<file path="src/logic/dma_pkg.sv">
// dma_pkg.sv: register map, control word layout and shared types of the DMA channels
// assumes one system clock; the registers sit behind an AXI4-Lite slave
package dma_pkg;

	// ---------------------------------------------------------------
	// register map
	// ---------------------------------------------------------------
	localparam int         NUM_CH      = 3;
	localparam logic [1:0] LAST_CH     = 2'h2;
	localparam logic [1:0] REG_CTL     = 2'h0;
	localparam logic [1:0] REG_SRC     = 2'h1;
	localparam logic [1:0] REG_DST     = 2'h2;
	localparam logic [1:0] REG_SIZE    = 2'h3;
	localparam logic [7:0] CFG_ADDR    = 8'h30;
	localparam logic [15:0] CTL_RST    = 16'h0000;
	localparam logic [15:0] PTR_RST    = 16'h0000;
	localparam logic [15:0] CTL_WMASK  = 16'h7FFF;
	localparam logic [1:0] RESP_OKAY   = 2'h0;
	localparam logic [1:0] RESP_SLVERR = 2'h2;

	// ---------------------------------------------------------------
	// field codes
	// ---------------------------------------------------------------
	localparam logic [2:0]  MODE_SINGLE     = 3'h0;
	localparam logic [2:0]  MODE_RPT_SINGLE = 3'h4;
	localparam logic [1:0]  STEP_DEC        = 2'h2;
	localparam logic [1:0]  STEP_INC        = 2'h3;
	localparam logic [15:0] BYTE_STEP       = 16'h0001;
	localparam logic [15:0] WORD_STEP       = 16'h0002;

	typedef struct packed {
		logic       reserved_bit;
		logic [2:0] transfer_mode_field;
		logic [1:0] dest_step_select;
		logic [1:0] src_step_select;
		logic       dest_unit_is_byte;
		logic       src_unit_is_byte;
		logic       trigger_level_sense;
		logic       channel_enable_bit;
		logic       channel_done_flag;
		logic       channel_irq_enable;
		logic       channel_abort_flag;
		logic       soft_start_request;
	} ctl_t;

	typedef enum logic [1:0] {ST_IDLE, ST_READ, ST_WRITE} eng_state_t;

	// byte-lane merge of a register write
	function automatic logic [15:0] merge16(input logic [15:0] old, input logic [15:0] val,
		input logic [1:0] strb);
		logic [15:0] m;
		m = {{8{strb[1]}}, {8{strb[0]}}};
		return (old & ~m) | (val & m);
	endfunction : merge16

	// one address step; codes 00 and 01 both hold
	function automatic logic [15:0] step_addr(input logic [15:0] a, input logic [1:0] sel,
		input logic unit_byte);
		logic [15:0] d;
		d = unit_byte ? BYTE_STEP : WORD_STEP;
		if (sel == STEP_INC)
			return a + d;
		if (sel == STEP_DEC)
			return a - d;
		return a;
	endfunction : step_addr

	// block style modes keep moving until the count runs out
	function automatic logic mode_is_block(input logic [2:0] m);
		return (m != MODE_SINGLE) && (m != MODE_RPT_SINGLE);
	endfunction : mode_is_block

	// repeated modes stay enabled after the count reloads
	function automatic logic mode_repeats(input logic [2:0] m);
		return m[2];
	endfunction : mode_repeats

endpackage : dma_pkg

</file>
<file path="src/logic/dma_channels.sv">
// dma_channels.sv: three DMA channels, AXI4-Lite registers and a shared mover
// assumes triggers, NMI and memory answers synchronous to I_CLK
`timescale 1ns/10ps
module dma_channels
	import dma_pkg::*;
(
	input  wire logic        I_CLK,
	input  wire logic        I_RST,
	input  wire logic        I_AWVALID,
	output logic             O_AWREADY,
	input  wire logic [7:0]  I_AWADDR,
	input  wire logic        I_WVALID,
	output logic             O_WREADY,
	input  wire logic [31:0] I_WDATA,
	input  wire logic [3:0]  I_WSTRB,
	output logic             O_BVALID,
	input  wire logic        I_BREADY,
	output logic [1:0]       O_BRESP,
	input  wire logic        I_ARVALID,
	output logic             O_ARREADY,
	input  wire logic [7:0]  I_ARADDR,
	output logic             O_RVALID,
	input  wire logic        I_RREADY,
	output logic [31:0]      O_RDATA,
	output logic [1:0]       O_RRESP,
	input  wire logic [2:0]  I_TRIG,
	input  wire logic        I_NMI,
	output logic             O_MEM_REQ,
	output logic             O_MEM_WE,
	output logic             O_MEM_BYTE,
	output logic [15:0]      O_MEM_ADDR,
	output logic [15:0]      O_MEM_WDATA,
	input  wire logic        I_MEM_ACK,
	input  wire logic [15:0] I_MEM_RDATA,
	output logic [2:0]       O_IRQ
);

	// ---------------------------------------------------------------
	// declarations
	// ---------------------------------------------------------------
	logic        awready_reg;
	logic        wready_reg;
	logic        bvalid_reg;
	logic [1:0]  bresp_reg;
	logic        aw_full_reg;
	logic        w_full_reg;
	logic [7:0]  aw_addr_reg;
	logic [15:0] w_data_reg;
	logic [1:0]  w_strb_reg;
	logic        arready_reg;
	logic        rvalid_reg;
	logic [31:0] rdata_reg;
	logic [1:0]  rresp_reg;
	logic        nmi_abort_enable_reg;
	logic        nmi_seen_reg;
	logic [2:0]  irq_reg;
	eng_state_t  state_reg;
	logic [1:0]  sel_reg;
	logic        mem_req_reg;
	logic        mem_we_reg;
	logic        mem_byte_reg;
	logic [15:0] mem_addr_reg;
	logic [15:0] mem_wdata_reg;

	ctl_t        ctl_reg      [NUM_CH];
	logic [15:0] src_reg      [NUM_CH];
	logic [15:0] dst_reg      [NUM_CH];
	logic [15:0] size_reg     [NUM_CH];
	logic [15:0] cnt_reg      [NUM_CH];
	logic [15:0] src_work_reg [NUM_CH];
	logic [15:0] dst_work_reg [NUM_CH];
	logic        blk_reg      [NUM_CH];
	logic        edge_pend_reg[NUM_CH];
	logic        trig_prev_reg[NUM_CH];
	logic        want         [NUM_CH];
	logic        start        [NUM_CH];
	logic        done         [NUM_CH];

	logic        wr_go;
	logic        wr_ch_hit;
	logic        wr_cfg_hit;
	logic [1:0]  wr_ch;
	logic [1:0]  wr_idx;
	logic [1:0]  rd_ch;
	logic [1:0]  rd_idx;
	logic        rd_ch_hit;
	logic        rd_ok;
	logic [31:0] rd_word;
	logic [1:0]  grant;
	logic        any_want;
	logic        abort_now;
	logic [7:0]  rd_byte;
	logic [15:0] rd_unit;
	logic [15:0] wr_unit;

	assign O_AWREADY   = awready_reg;
	assign O_WREADY    = wready_reg;
	assign O_BVALID    = bvalid_reg;
	assign O_BRESP     = bresp_reg;
	assign O_ARREADY   = arready_reg;
	assign O_RVALID    = rvalid_reg;
	assign O_RDATA     = rdata_reg;
	assign O_RRESP     = rresp_reg;
	assign O_MEM_REQ   = mem_req_reg;
	assign O_MEM_WE    = mem_we_reg;
	assign O_MEM_BYTE  = mem_byte_reg;
	assign O_MEM_ADDR  = mem_addr_reg;
	assign O_MEM_WDATA = mem_wdata_reg;
	assign O_IRQ       = irq_reg;

	// ---------------------------------------------------------------
	// register bus, write side
	// ---------------------------------------------------------------
	// address and data are parked until both are in, so order does not matter
	assign wr_go      = aw_full_reg && w_full_reg && !bvalid_reg;
	assign wr_ch      = aw_addr_reg[5:4];
	assign wr_idx     = aw_addr_reg[3:2];
	assign wr_ch_hit  = wr_go && (aw_addr_reg[7:6] == 2'h0) && (wr_ch <= LAST_CH) && (aw_addr_reg[1:0] == 2'h0);
	assign wr_cfg_hit = wr_go && (aw_addr_reg == CFG_ADDR);

	// write channel handshakes and response
	always_ff @(posedge I_CLK or posedge I_RST)
	begin
		if (I_RST)
		begin
			awready_reg <= 1'b1;
			wready_reg  <= 1'b1;
			aw_full_reg <= 1'b0;
			w_full_reg  <= 1'b0;
			aw_addr_reg <= 8'h00;
			w_data_reg  <= 16'h0000;
			w_strb_reg  <= 2'h0;
			bvalid_reg  <= 1'b0;
			bresp_reg   <= RESP_OKAY;
		end
		else
		begin
			if (I_AWVALID && awready_reg)
			begin
				aw_full_reg <= 1'b1;
				aw_addr_reg <= I_AWADDR;
				awready_reg <= 1'b0;
			end
			if (I_WVALID && wready_reg)
			begin
				w_full_reg <= 1'b1;
				w_data_reg <= I_WDATA[15:0];
				w_strb_reg <= I_WSTRB[1:0];
				wready_reg <= 1'b0;
			end
			if (wr_go)
			begin
				bvalid_reg <= 1'b1;
				bresp_reg  <= (wr_ch_hit || wr_cfg_hit) ? RESP_OKAY : RESP_SLVERR;
			end
			if (bvalid_reg && I_BREADY)
			begin
				bvalid_reg  <= 1'b0;
				aw_full_reg <= 1'b0;
				w_full_reg  <= 1'b0;
				awready_reg <= 1'b1;
				wready_reg  <= 1'b1;
			end
		end
	end

	// shared configuration: NMI abort switch
	always_ff @(posedge I_CLK or posedge I_RST)
	begin
		if (I_RST)
			nmi_abort_enable_reg <= 1'b0;
		else if (wr_cfg_hit && w_strb_reg[0])
			nmi_abort_enable_reg <= w_data_reg[0];
	end

	// ---------------------------------------------------------------
	// register bus, read side
	// ---------------------------------------------------------------
	assign rd_ch     = I_ARADDR[5:4];
	assign rd_idx    = I_ARADDR[3:2];
	assign rd_ch_hit = (I_ARADDR[7:6] == 2'h0) && (rd_ch <= LAST_CH) && (I_ARADDR[1:0] == 2'h0);

	// read mux; pointers read back as programmed, count reads the live value
	always_comb
	begin
		rd_word = 32'h0000_0000;
		rd_ok   = 1'b1;
		if (rd_ch_hit)
		begin
			unique case (rd_idx)
				REG_CTL:  rd_word = {16'h0000, ctl_reg[rd_ch]};
				REG_SRC:  rd_word = {16'h0000, src_reg[rd_ch]};
				REG_DST:  rd_word = {16'h0000, dst_reg[rd_ch]};
				REG_SIZE: rd_word = {16'h0000, cnt_reg[rd_ch]};
			endcase
		end
		else if (I_ARADDR == CFG_ADDR)
			rd_word = {31'h0000_0000, nmi_abort_enable_reg};
		else
			rd_ok = 1'b0;
	end

	// read handshake; data is captured at the address edge
	always_ff @(posedge I_CLK or posedge I_RST)
	begin
		if (I_RST)
		begin
			arready_reg <= 1'b1;
			rvalid_reg  <= 1'b0;
			rdata_reg   <= 32'h0000_0000;
			rresp_reg   <= RESP_OKAY;
		end
		else
		begin
			if (I_ARVALID && arready_reg)
			begin
				arready_reg <= 1'b0;
				rvalid_reg  <= 1'b1;
				rdata_reg   <= rd_word;
				rresp_reg   <= rd_ok ? RESP_OKAY : RESP_SLVERR;
			end
			if (rvalid_reg && I_RREADY)
			begin
				rvalid_reg  <= 1'b0;
				arready_reg <= 1'b1;
			end
		end
	end

	// ---------------------------------------------------------------
	// channels
	// ---------------------------------------------------------------
	for (genvar c = 0; c < NUM_CH; c++)
	begin : g_ch
		ctl_t        cr;
		ctl_t        wr_ctl;
		logic        wc_ctl;
		logic        wc_any;
		logic        last;
		logic        trig_hit;

		assign cr     = ctl_reg[c];
		assign wc_any = wr_ch_hit && (wr_ch == 2'(c));
		assign wc_ctl = wc_any && (wr_idx == REG_CTL);
		assign wr_ctl = ctl_t'(merge16(cr, w_data_reg, w_strb_reg) & CTL_WMASK);
		assign last   = (cnt_reg[c] == 16'h0001);

		// edge mode waits on a latched rising edge, level mode on the line itself
		assign trig_hit = cr.trigger_level_sense ? I_TRIG[c] : edge_pend_reg[c];

		// a running block goes on by itself, except a level trigger pauses it
		assign want[c] = cr.channel_enable_bit && (size_reg[c] != 16'h0000)
			&& ((blk_reg[c] && (!cr.trigger_level_sense || I_TRIG[c]))
			|| trig_hit || cr.soft_start_request);

		assign start[c] = (state_reg == ST_IDLE) && any_want && (grant == 2'(c));
		assign done[c]  = (state_reg == ST_WRITE) && I_MEM_ACK && (sel_reg == 2'(c));

		// rising edge catcher; a new edge wins over the clear at start
		always_ff @(posedge I_CLK or posedge I_RST)
		begin
			if (I_RST)
			begin
				trig_prev_reg[c] <= 1'b0;
				edge_pend_reg[c] <= 1'b0;
			end
			else
			begin
				trig_prev_reg[c] <= I_TRIG[c];
				if (start[c])
					edge_pend_reg[c] <= 1'b0;
				if (I_TRIG[c] && !trig_prev_reg[c])
					edge_pend_reg[c] <= 1'b1;
			end
		end

		// control, pointers, count and working copies; hardware sets come last so they win
		always_ff @(posedge I_CLK or posedge I_RST)
		begin
			if (I_RST)
			begin
				ctl_reg[c]      <= ctl_t'(CTL_RST);
				src_reg[c]      <= PTR_RST;
				dst_reg[c]      <= PTR_RST;
				size_reg[c]     <= PTR_RST;
				cnt_reg[c]      <= PTR_RST;
				src_work_reg[c] <= PTR_RST;
				dst_work_reg[c] <= PTR_RST;
				blk_reg[c]      <= 1'b0;
			end
			else
			begin
				if (start[c])
				begin
					ctl_reg[c].soft_start_request <= 1'b0;
					if (mode_is_block(cr.transfer_mode_field))
						blk_reg[c] <= 1'b1;
				end
				if (done[c])
				begin
					src_work_reg[c] <= step_addr(src_work_reg[c], cr.src_step_select,
						cr.src_unit_is_byte);
					dst_work_reg[c] <= step_addr(dst_work_reg[c], cr.dest_step_select,
						cr.dest_unit_is_byte);
					cnt_reg[c] <= cnt_reg[c] - 16'h0001;
				end
				if (done[c] && last)
				begin
					cnt_reg[c]      <= size_reg[c];
					src_work_reg[c] <= src_reg[c];
					dst_work_reg[c] <= dst_reg[c];
					blk_reg[c]      <= 1'b0;
					if (!mode_repeats(cr.transfer_mode_field))
						ctl_reg[c].channel_enable_bit <= 1'b0;
				end
				if (done[c] && abort_now)
				begin
					ctl_reg[c].channel_enable_bit <= 1'b0;
					blk_reg[c]                    <= 1'b0;
				end
				if (wc_ctl)
				begin
					ctl_reg[c] <= wr_ctl;
					// fresh enable restarts from the programmed values
					if (wr_ctl.channel_enable_bit && !cr.channel_enable_bit)
					begin
						cnt_reg[c]      <= size_reg[c];
						src_work_reg[c] <= src_reg[c];
						dst_work_reg[c] <= dst_reg[c];
						blk_reg[c]      <= 1'b0;
					end
				end
				// only software moves the pointers
				if (wc_any && (wr_idx == REG_SRC))
					src_reg[c] <= merge16(src_reg[c], w_data_reg, w_strb_reg);
				if (wc_any && (wr_idx == REG_DST))
					dst_reg[c] <= merge16(dst_reg[c], w_data_reg, w_strb_reg);
				if (wc_any && (wr_idx == REG_SIZE))
				begin
					size_reg[c] <= merge16(size_reg[c], w_data_reg, w_strb_reg);
					cnt_reg[c]  <= merge16(size_reg[c], w_data_reg, w_strb_reg);
				end
				if (done[c] && last)
					ctl_reg[c].channel_done_flag <= 1'b1;
				if (done[c] && abort_now)
					ctl_reg[c].channel_abort_flag <= 1'b1;
			end
		end

	end

	// ---------------------------------------------------------------
	// mover
	// ---------------------------------------------------------------
	// fixed priority, channel 0 first; a block can be overtaken between units
	always_comb
	begin
		grant    = 2'h0;
		any_want = 1'b0;
		for (int i = NUM_CH - 1; i >= 0; i--)
		begin
			if (want[i])
			begin
				grant    = 2'(i);
				any_want = 1'b1;
			end
		end
	end

	// byte source takes the addressed lane; byte destination gets it on both lanes
	always_comb
	begin
		rd_byte = mem_addr_reg[0] ? I_MEM_RDATA[15:8] : I_MEM_RDATA[7:0];
		rd_unit = mem_byte_reg ? {8'h00, rd_byte} : I_MEM_RDATA;
		wr_unit = ctl_reg[sel_reg].dest_unit_is_byte ? {rd_unit[7:0], rd_unit[7:0]} : rd_unit;
	end

	// an NMI anywhere in the unit counts; the unit itself always finishes
	assign abort_now = nmi_seen_reg || (I_NMI && nmi_abort_enable_reg);

	always_ff @(posedge I_CLK or posedge I_RST)
	begin
		if (I_RST)
			nmi_seen_reg <= 1'b0;
		else if ((state_reg == ST_WRITE) && I_MEM_ACK)
			nmi_seen_reg <= 1'b0;
		else if ((state_reg != ST_IDLE) && I_NMI && nmi_abort_enable_reg)
			nmi_seen_reg <= 1'b1;
	end

	// read then write, one unit at a time
	always_ff @(posedge I_CLK or posedge I_RST)
	begin
		if (I_RST)
		begin
			state_reg     <= ST_IDLE;
			sel_reg       <= 2'h0;
			mem_req_reg   <= 1'b0;
			mem_we_reg    <= 1'b0;
			mem_byte_reg  <= 1'b0;
			mem_addr_reg  <= PTR_RST;
			mem_wdata_reg <= PTR_RST;
		end
		else
		begin
			unique case (state_reg)
				ST_IDLE:
				begin
					if (any_want)
					begin
						sel_reg      <= grant;
						mem_req_reg  <= 1'b1;
						mem_we_reg   <= 1'b0;
						mem_byte_reg <= ctl_reg[grant].src_unit_is_byte;
						mem_addr_reg <= src_work_reg[grant];
						state_reg    <= ST_READ;
					end
				end
				ST_READ:
				begin
					if (I_MEM_ACK)
					begin
						mem_we_reg    <= 1'b1;
						mem_byte_reg  <= ctl_reg[sel_reg].dest_unit_is_byte;
						mem_addr_reg  <= dst_work_reg[sel_reg];
						mem_wdata_reg <= wr_unit;
						state_reg     <= ST_WRITE;
					end
				end
				ST_WRITE:
				begin
					if (I_MEM_ACK)
					begin
						mem_req_reg <= 1'b0;
						mem_we_reg  <= 1'b0;
						state_reg   <= ST_IDLE;
					end
				end
				default: state_reg <= ST_IDLE;
			endcase
		end
	end

	// interrupt request lines follow flag and enable
	always_ff @(posedge I_CLK or posedge I_RST)
	begin
		if (I_RST)
			irq_reg <= 3'h0;
		else
			for (int i = 0; i < NUM_CH; i++)
				irq_reg[i] <= ctl_reg[i].channel_done_flag && ctl_reg[i].channel_irq_enable;
	end

endmodule : dma_channels

</file>
<file path="config.mk">
export PLATFORM = sky130hd
export DESIGN_NAME = dma_channels
export DESIGN_NICKNAME = d
export VERILOG_FILES = /design/src/logic/dma_pkg.sv /design/src/logic/dma_channels.sv
export SDC_FILE = /design/constraint.sdc
export NUM_CORES = 1
export LEC_CHECK = 0
export BUFFER_PORTS_ARGS = -buffer_cell sky130_fd_sc_hd__buf_2
export CORE_UTILIZATION = 30
export CTS_BUF_LIST = sky130_fd_sc_hd__clkbuf_2 sky130_fd_sc_hd__clkbuf_4 sky130_fd_sc_hd__clkbuf_8
export DETAILED_ROUTE_END_ITERATION = 12
export GPL_ROUTABILITY_DRIVEN = 0
export HOLD_SLACK_MARGIN = 0.06
export MAX_ROUTING_LAYER = met4
export PLACE_DENSITY = 0.45
export SETUP_SLACK_MARGIN = 0.5
export SYNTH_ARGS = -nofsm -noshare
export SYNTH_HDL_FRONTEND = slang
export SYNTH_SLANG_ARGS = --single-unit
</file>
<file path="constraint.sdc">
create_clock -name I_CLK -period 18.85 [get_ports I_CLK]
set_clock_uncertainty 0.05 [all_clocks]
set_input_delay 3.77 -clock I_CLK [delete_from_list [all_inputs] [get_ports I_CLK]]
set_output_delay 3.77 -clock I_CLK [all_outputs]
set_load 0.02 [all_outputs]
</file>
==> flow_summary.toml, run 1 <==
[placed_design]
dpl.cell_count = 3578
place_hpwl_mm = 65.7
io_buffers = 122
dp_slack_ns = 12.05

[timing]
fmax_mhz = 162
worst_slew_pin_slew_ns = 1.19
holdWs_ns = 0.370
hold_viol = 0
grt_setup_unrepaired = "false"
setup_viol = 0
min_period_ns = 6.16
tns_ns = 0
post-route-period-util_pct = 32.7
drv_slew = 0
setup_ws_ns = 12.69
relSlewSlack_pct = 20.5

[global_routing]
grt_pass1_wl_mm = 136
grt.overflow.total = 0
grt_pass1_vias = 20559
grt_usage_pct = 22.8
grt_max_degree = 136
antenna_found_initial = 2

[logic_synthesis]
synth_top_cell_area_share_pct = 44.1
async_flop_share_pct = 100
synth_ff_type = "dfrtp_1"
synthAdderAreaFrac_pct = 2.50
avgSynthCellArea_um2 = 9.74
synth_compound_area_share_pct = 14.9
synth_edf_count = 0
yosys-top-cells-area = "dfrtp_1 (44%), mux2_2 (8.9%), nand2_1 (5.0%)"
synth_top_cell_by_area = "dfrtp_1"
synthCells = 2528
synth_xor_area_share_pct = 4.59
synthSimpleGateAreaFrac_pct = 16.1
synth_top_family_by_area = "simple AND/OR/NAND/NOR gates"
synth.distinct_cells = 91
yosysWarnings = 0
netlist_area_mm2 = 0.0246
ys_seq_elements = 437
synth_commonest_cells = "dfrtp_1 (434), nand2_1 (328), o21ai_0 (197), mux2_2 (195)"
yosysSeqAreaShare_pct = 44.4
yosysMostFrequentCell = "dfrtp_1"
synthMuxAreaShare_pct = 13.3

[cts]
post_cts_buffers = 0
htree_levels = 3
clk_latency_ns = 0.69
cts-buffers-inserted = 83
ctsResizeCount = 0
clock-root-buffer = "clkbuf_8"
cts_max_path_buffers = 3
cts_hold_buf = 0
clkTransAtPathRegs_ns = 0.06
clock_sinks = 437
cts_tree = "built"

[floorplanning]
die_y_um = 288
pin_count = 159
dieArea_mm2 = 0.0832
core-area_mm2 = 0.0808
rows = 104
initial_core_util_pct = 30.5
die-width_um = 288

[setup_path]
cp_max_fo = 52
crit_path_max_incr_delay_ns = 0.75
rr_endpoint = "O_MEM_WDATA[13]$_DFFE_PP0P_"
setup.worst_path.start_class = "input pin"
crit_path_cell_trace = "buf_2 > and4bb_4 > nand2_2 > or4_4 > nand2_1 > buf_4 > nand2_1 > o21ai_0"
critPathArrivalTime_ns = 6.70
r2r_cells = 6
crit_type = "input pin to flip-flop"
r2r_setup_slack_ns = 15.05
cpMostUsedCell = "nand2_1"
crit_required_ns = 19.39
cp_slowest_cell = "or4_4"
r2r_start = "sel_reg[0]$_DFFE_PP0P_"
crit_path_end_kind = "flip-flop"

[routing]
wirelength_mm = 92.1
drtIter0Drc = 1652
drt_first_pass_iters = 9
post_drt_wl_per_cell_um = 24.8
drc = 20
via_count = 20424
avgViaCountPerCell = 5.49
ant_nets = 0

[final_layout]
layout.cells.non_filler = 3720
layout.nets = 2725
nFillCells = 8252
area_delta_synth_final_pct = 12.8
drive_above_1_share_pct = 20.5

[outcome]
outcome = "finished with violations"
violations = "DRC"

[min_path]
holdPathStages = 1
min-delay-start = "trig_prev_reg[0]$_DFF_PP0_"
hold_class = "flip-flop to flip-flop"
hold_path_end = "edge_pend_reg[0]$_DFFE_PP0P_"

[pwr]
ir_drop_mv = 0.113
power_density_mw_per_mm2 = 107
p_total_mw = 2.98
p_leak_nw = 12.3

[run]
cap_violations = 0
[area by class of cell]
class | count | area (um^2) | area share, %
inverters | 64 | 248 | 0.892
clock inverters | 12 | 118 | 0.424
diodes | 3 | 7.51 | 0.0270
well taps | 1060 | 1330 | 4.78
flip-flops and latches | 437 | 10900 | 39.4
repair buffers | 149 | 826 | 2.97
multi-input cells | 1868 | 12700 | 45.9
clock buffers | 127 | 1570 | 5.64
[worst max-delay path by stage]
stage | cells past startpoint | end | slack (ns) | from
final | 8 | dst_work_reg[30]$_DFF_PP0_ | 12.69 | I_MEM_ACK
after global routing | 8 | dst_work_reg[30]$_DFF_PP0_ | 12.68 | I_MEM_ACK
after CTS | 8 | dst_work_reg[30]$_DFF_PP0_ | 12.79 | I_MEM_ACK
after detailed placement | 8 | dst_work_reg[30]$_DFF_PP0_ | 12.05 | I_MEM_ACK
after global placement | 8 | dst_work_reg[16]$_DFF_PP0_ | 12.07 | I_MEM_ACK
after floorplan | 1 | O_BRESP[1]$_DFFE_PP0P_ | 2.86 | I_RST
[layout by cell type (no fill, tap or decap), types with 30 or more instances in the layout]
master	count
o21ai_0	197
nand3_1	74
clkbuf_8	98
o22ai_1	34
nor2_1	135
buf_2	122
xnor2_1	81
a21oi_1	135
nand4_1	48
ha_1	30
nor3_1	42
a221oi_1	36
mux2i_1	68
dfrtp_1	434
inv_1	62
mux2_2	195
nor4_1	32
xor2_1	48
nand2_1	328
[layer usage]
metal  wire, um  track usage, %  part of all wire, %  vias up
met3       5820            3.56                  6.3      155
li1           -               -                    -     9298
met1      42900            31.8                   47    10095
met2      40100            33.4                   44      876
met4       3350            8.20                  3.6        0
met5          0               -                    0        -
[critical path: cells and delay by family]
kind | cells | cell delay, ns
buffers and inverters | 2 | 0.77
and+or+nand+nor | 5 | 1.97
AOI/OAI and AO/OA | 1 | 0.14
[cells by family after synthesis]
family	count (synthesis)
mux	282
xor+xnor	129
other cells	1
compound gates	582
simple gates	815
buf+inv	240
flops	437
fa+ha+maj	42
[through the flow]
step,cell area (um^2),utilization [%]
final,27800,34.4
after global routing,27800,34.4
after CTS,27800,34.4
after detailed placement,26100,32.3
after global placement,26100,32.3
after floorplan,24700,-
[where the power goes]
| group | switching (mW) | leakage, nW | internal, mW |
|---|---|---|---|
| Clock | 0.434 | 0.901 | 0.542 |
| Combinational | 0.356 | 5.53 | 0.246 |
| Sequential | 0.341 | 5.91 | 1.07 |
Note: power is estimated with default switching activity, not from simulation.
==> inputs of run 2 (changes only) <==
- ABC_AREA: default -> 1
- PLACE_DENSITY: 0.45 -> 0.47
- clock period: 18.85 -> 5.2 ns (I/O delays scaled with it)
==> flow_summary.toml, run 2 <==
[outcome]
outcome = "finished clean"

[pwr]
power_density_mw_per_mm2 = 466
ir_drop_mv = 0.338
p_leak_nw = 14.4
p_total_mw = 13.9

[logic_synthesis]
avgSynthCellArea_um2 = 7.08
yosysMostFrequentCell = "nand2_1"
async_flop_share_pct = 100
synthCells = 3738
yosysWarnings = 0
synth_commonest_cells = "nand2_1 (1228), o21ai_0 (450), dfrtp_1 (434), inv_1 (343), nor2_1 (279)"
synth_top_cell_area_share_pct = 41.1
yosysSeqAreaShare_pct = 41.4
yosys-top-cells-area = "dfrtp_1 (41%), nand2_1 (17%), o21ai_0 (8.5%)"
synth_ff_type = "dfrtp_1"
synth_edf_count = 0
netlist_area_mm2 = 0.0265
synth_top_cell_by_area = "dfrtp_1"
synth.distinct_cells = 58
ys_seq_elements = 437

[setup_path]
crit_type = "flip-flop to flip-flop"
crit_path_cell_trace = "nor2_1 > inv_2 > nor2_4 > inv_2 > nor2_2 > nand2_2 > nand2_2 > inv_2 > o21ai_0 > inv_1"
crit_family = "simple AND/OR/NAND/NOR gates"
crit_path_max_incr_delay_ns = 0.66
crit_path_end_kind = "flip-flop"
cp_num_buf_inv = 4
r2r_setup_slack_ns = 1.71
setup.worst_path.start_class = "flip-flop"
critPathArrivalTime_ns = 4.06
cpMostUsedCell = "inv_2"
crit_required_ns = 5.78
cp_max_fo = 34
cp_slowest_cell = "nand2_2"

[routing]
ant_nets = 0
post_drt_wl_per_cell_um = 21.7
met2_length_mm = 48.1
drt_first_pass_iters = 7
maxUsedRoutingLayer = "met4"
via_count = 25941
m1WireLength_mm = 50.5
wl_met3_mm = 6.56
drtIter0Drc = 2303
wirelength_mm = 110
drc = 0
avgViaCountPerCell = 5.13

[floorplanning]
die-width_um = 299
rows = 108
dieArea_mm2 = 0.0894
initial_core_util_pct = 30.4
core-area_mm2 = 0.0870
die_y_um = 299
pin_count = 159

[timing]
setup_viol = 0
worst_slew_pin_slew_ns = 1.26
post-route-period-util_pct = 67.0
hold_viol = 0
min_period_ns = 3.49
tns_ns = 0
grt_setup_unrepaired = "false"
drv_slew = 0
relSlewSlack_pct = 15.5
fmax_mhz = 287

[cts]
htree_levels = 3
cts_hold_buf = 0
clkTransAtPathRegs_ns = 0.06
post_cts_buffers = 0
cts_max_path_buffers = 3
clock-root-buffer = "clkbuf_8"
cts_tree = "built"
ctsResizeCount = 0
clock_sinks = 437
cts-buffers-inserted = 84
clk_latency_ns = 0.75

[global_routing]
antenna_found_initial = 7
grt_pass1_vias = 24012
grt.overflow.total = 0
grt_usage_pct = 24.9
grt_max_degree = 142
grt_pass1_wl_mm = 160

[placed_design]
place_hpwl_mm = 83.9
io_buffers = 122

[final_layout]
drive_above_1_share_pct = 9.85
layout.nets = 3953
final_cell_mix = "nand2_1 (1228), o21ai_0 (450), dfrtp_1 (434)"
nFillCells = 9687
final_common_cell = "nand2_1"
area_delta_synth_final_pct = 12.9

[min_path]
hold_class = "input pin to asynchronous set/reset pin"

[run]
cap_violations = 0
==> run 2: final timing paths <==
path / startpoint / to / cells past startpoint
max: sel_reg[0]$_DFFE_PP0P_ / src_work_reg[33]$_DFF_PP0_ / 10
min: I_RST / w_data_reg[10]$_DFFE_PP0P_ / 2
max reg2reg: sel_reg[0]$_DFFE_PP0P_ / src_work_reg[33]$_DFF_PP0_ / 10
min reg2reg: trig_prev_reg[0]$_DFF_PP0_ / edge_pend_reg[0]$_DFFE_PP0P_ / 1
max in group asynchronous: I_RST / dst_work_reg[7]$_DFF_PP0_ / 3
min in group I_CLK: trig_prev_reg[0]$_DFF_PP0_ / edge_pend_reg[0]$_DFFE_PP0P_ / 1
==> run 2: kinds of logic (layout without fill, tap and decap cells) <==
logic type               count (synthesis)  count (layout)  share of synthesized area, %
adder cells (fa/ha/maj)                 42              42                          2.33
XOR/XNOR                                67              67                          2.22
AO/OA/AOI/OAI                          718             718                          14.6
flip-flops                             437             437                          41.4
multiplexers                            11              11                         0.421
AND/OR/NAND/NOR                       1933            1933                          30.7
buffers and inverters                  529             671                          8.36
other                                    1              26                        0.0142
==> run 2: per-stage QoR <==
| step | hold slack (ns) | cells | instance area [um^2] | utilization, % | worst slack, ns |
|---|---|---|---|---|---|
| floorplan | 0.350 | 3755 | 26500 | - | -1.79 |
| global placement | 0.351 | 4900 | 28000 | 32.2 | 1.53 |
| detailed placement | 0.369 | 4900 | 28000 | 32.2 | 1.55 |
| CTS | 0.290 | 5052 | 29900 | 34.3 | 1.77 |
| global route | 0.320 | 5058 | 29900 | 34.3 | 1.47 |
| finish | 0.317 | 5060 | 29900 | 34.3 | 1.71 |
==> run 2: power by group <==
group          internal [mW]  switching (mW)  total, mW
Sequential              4.13           0.814       4.95
Clock                   2.08            1.68       3.76
Combinational           1.36            3.86       5.22
==> run 2: area by class of cell <==
| cell class | instances | area (um^2) | area share [%] |
|---|---|---|---|
| Inverter | 364 | 1370 | 4.59 |
| Clock inverter | 17 | 160 | 0.536 |
| Tap cell | 1155 | 1450 | 4.84 |
| Clock buffer | 135 | 1660 | 5.55 |
| Sequential cell | 437 | 10900 | 36.6 |
| Timing Repair Buffer | 155 | 908 | 3.04 |
| Multi-Input combinational cell | 2789 | 13400 | 44.8 |
| Antenna cell | 8 | 20.0 | 0.0670 |
==> run 2: metal layers <==
layer | global-route usage [%] | vias to the layer above
met3 | 3.18 | 210
met1 | 34.5 | 12372
met4 | 10.0 | 0
li1 | - | 12385
met5 | - | -
met2 | 36.7 | 974
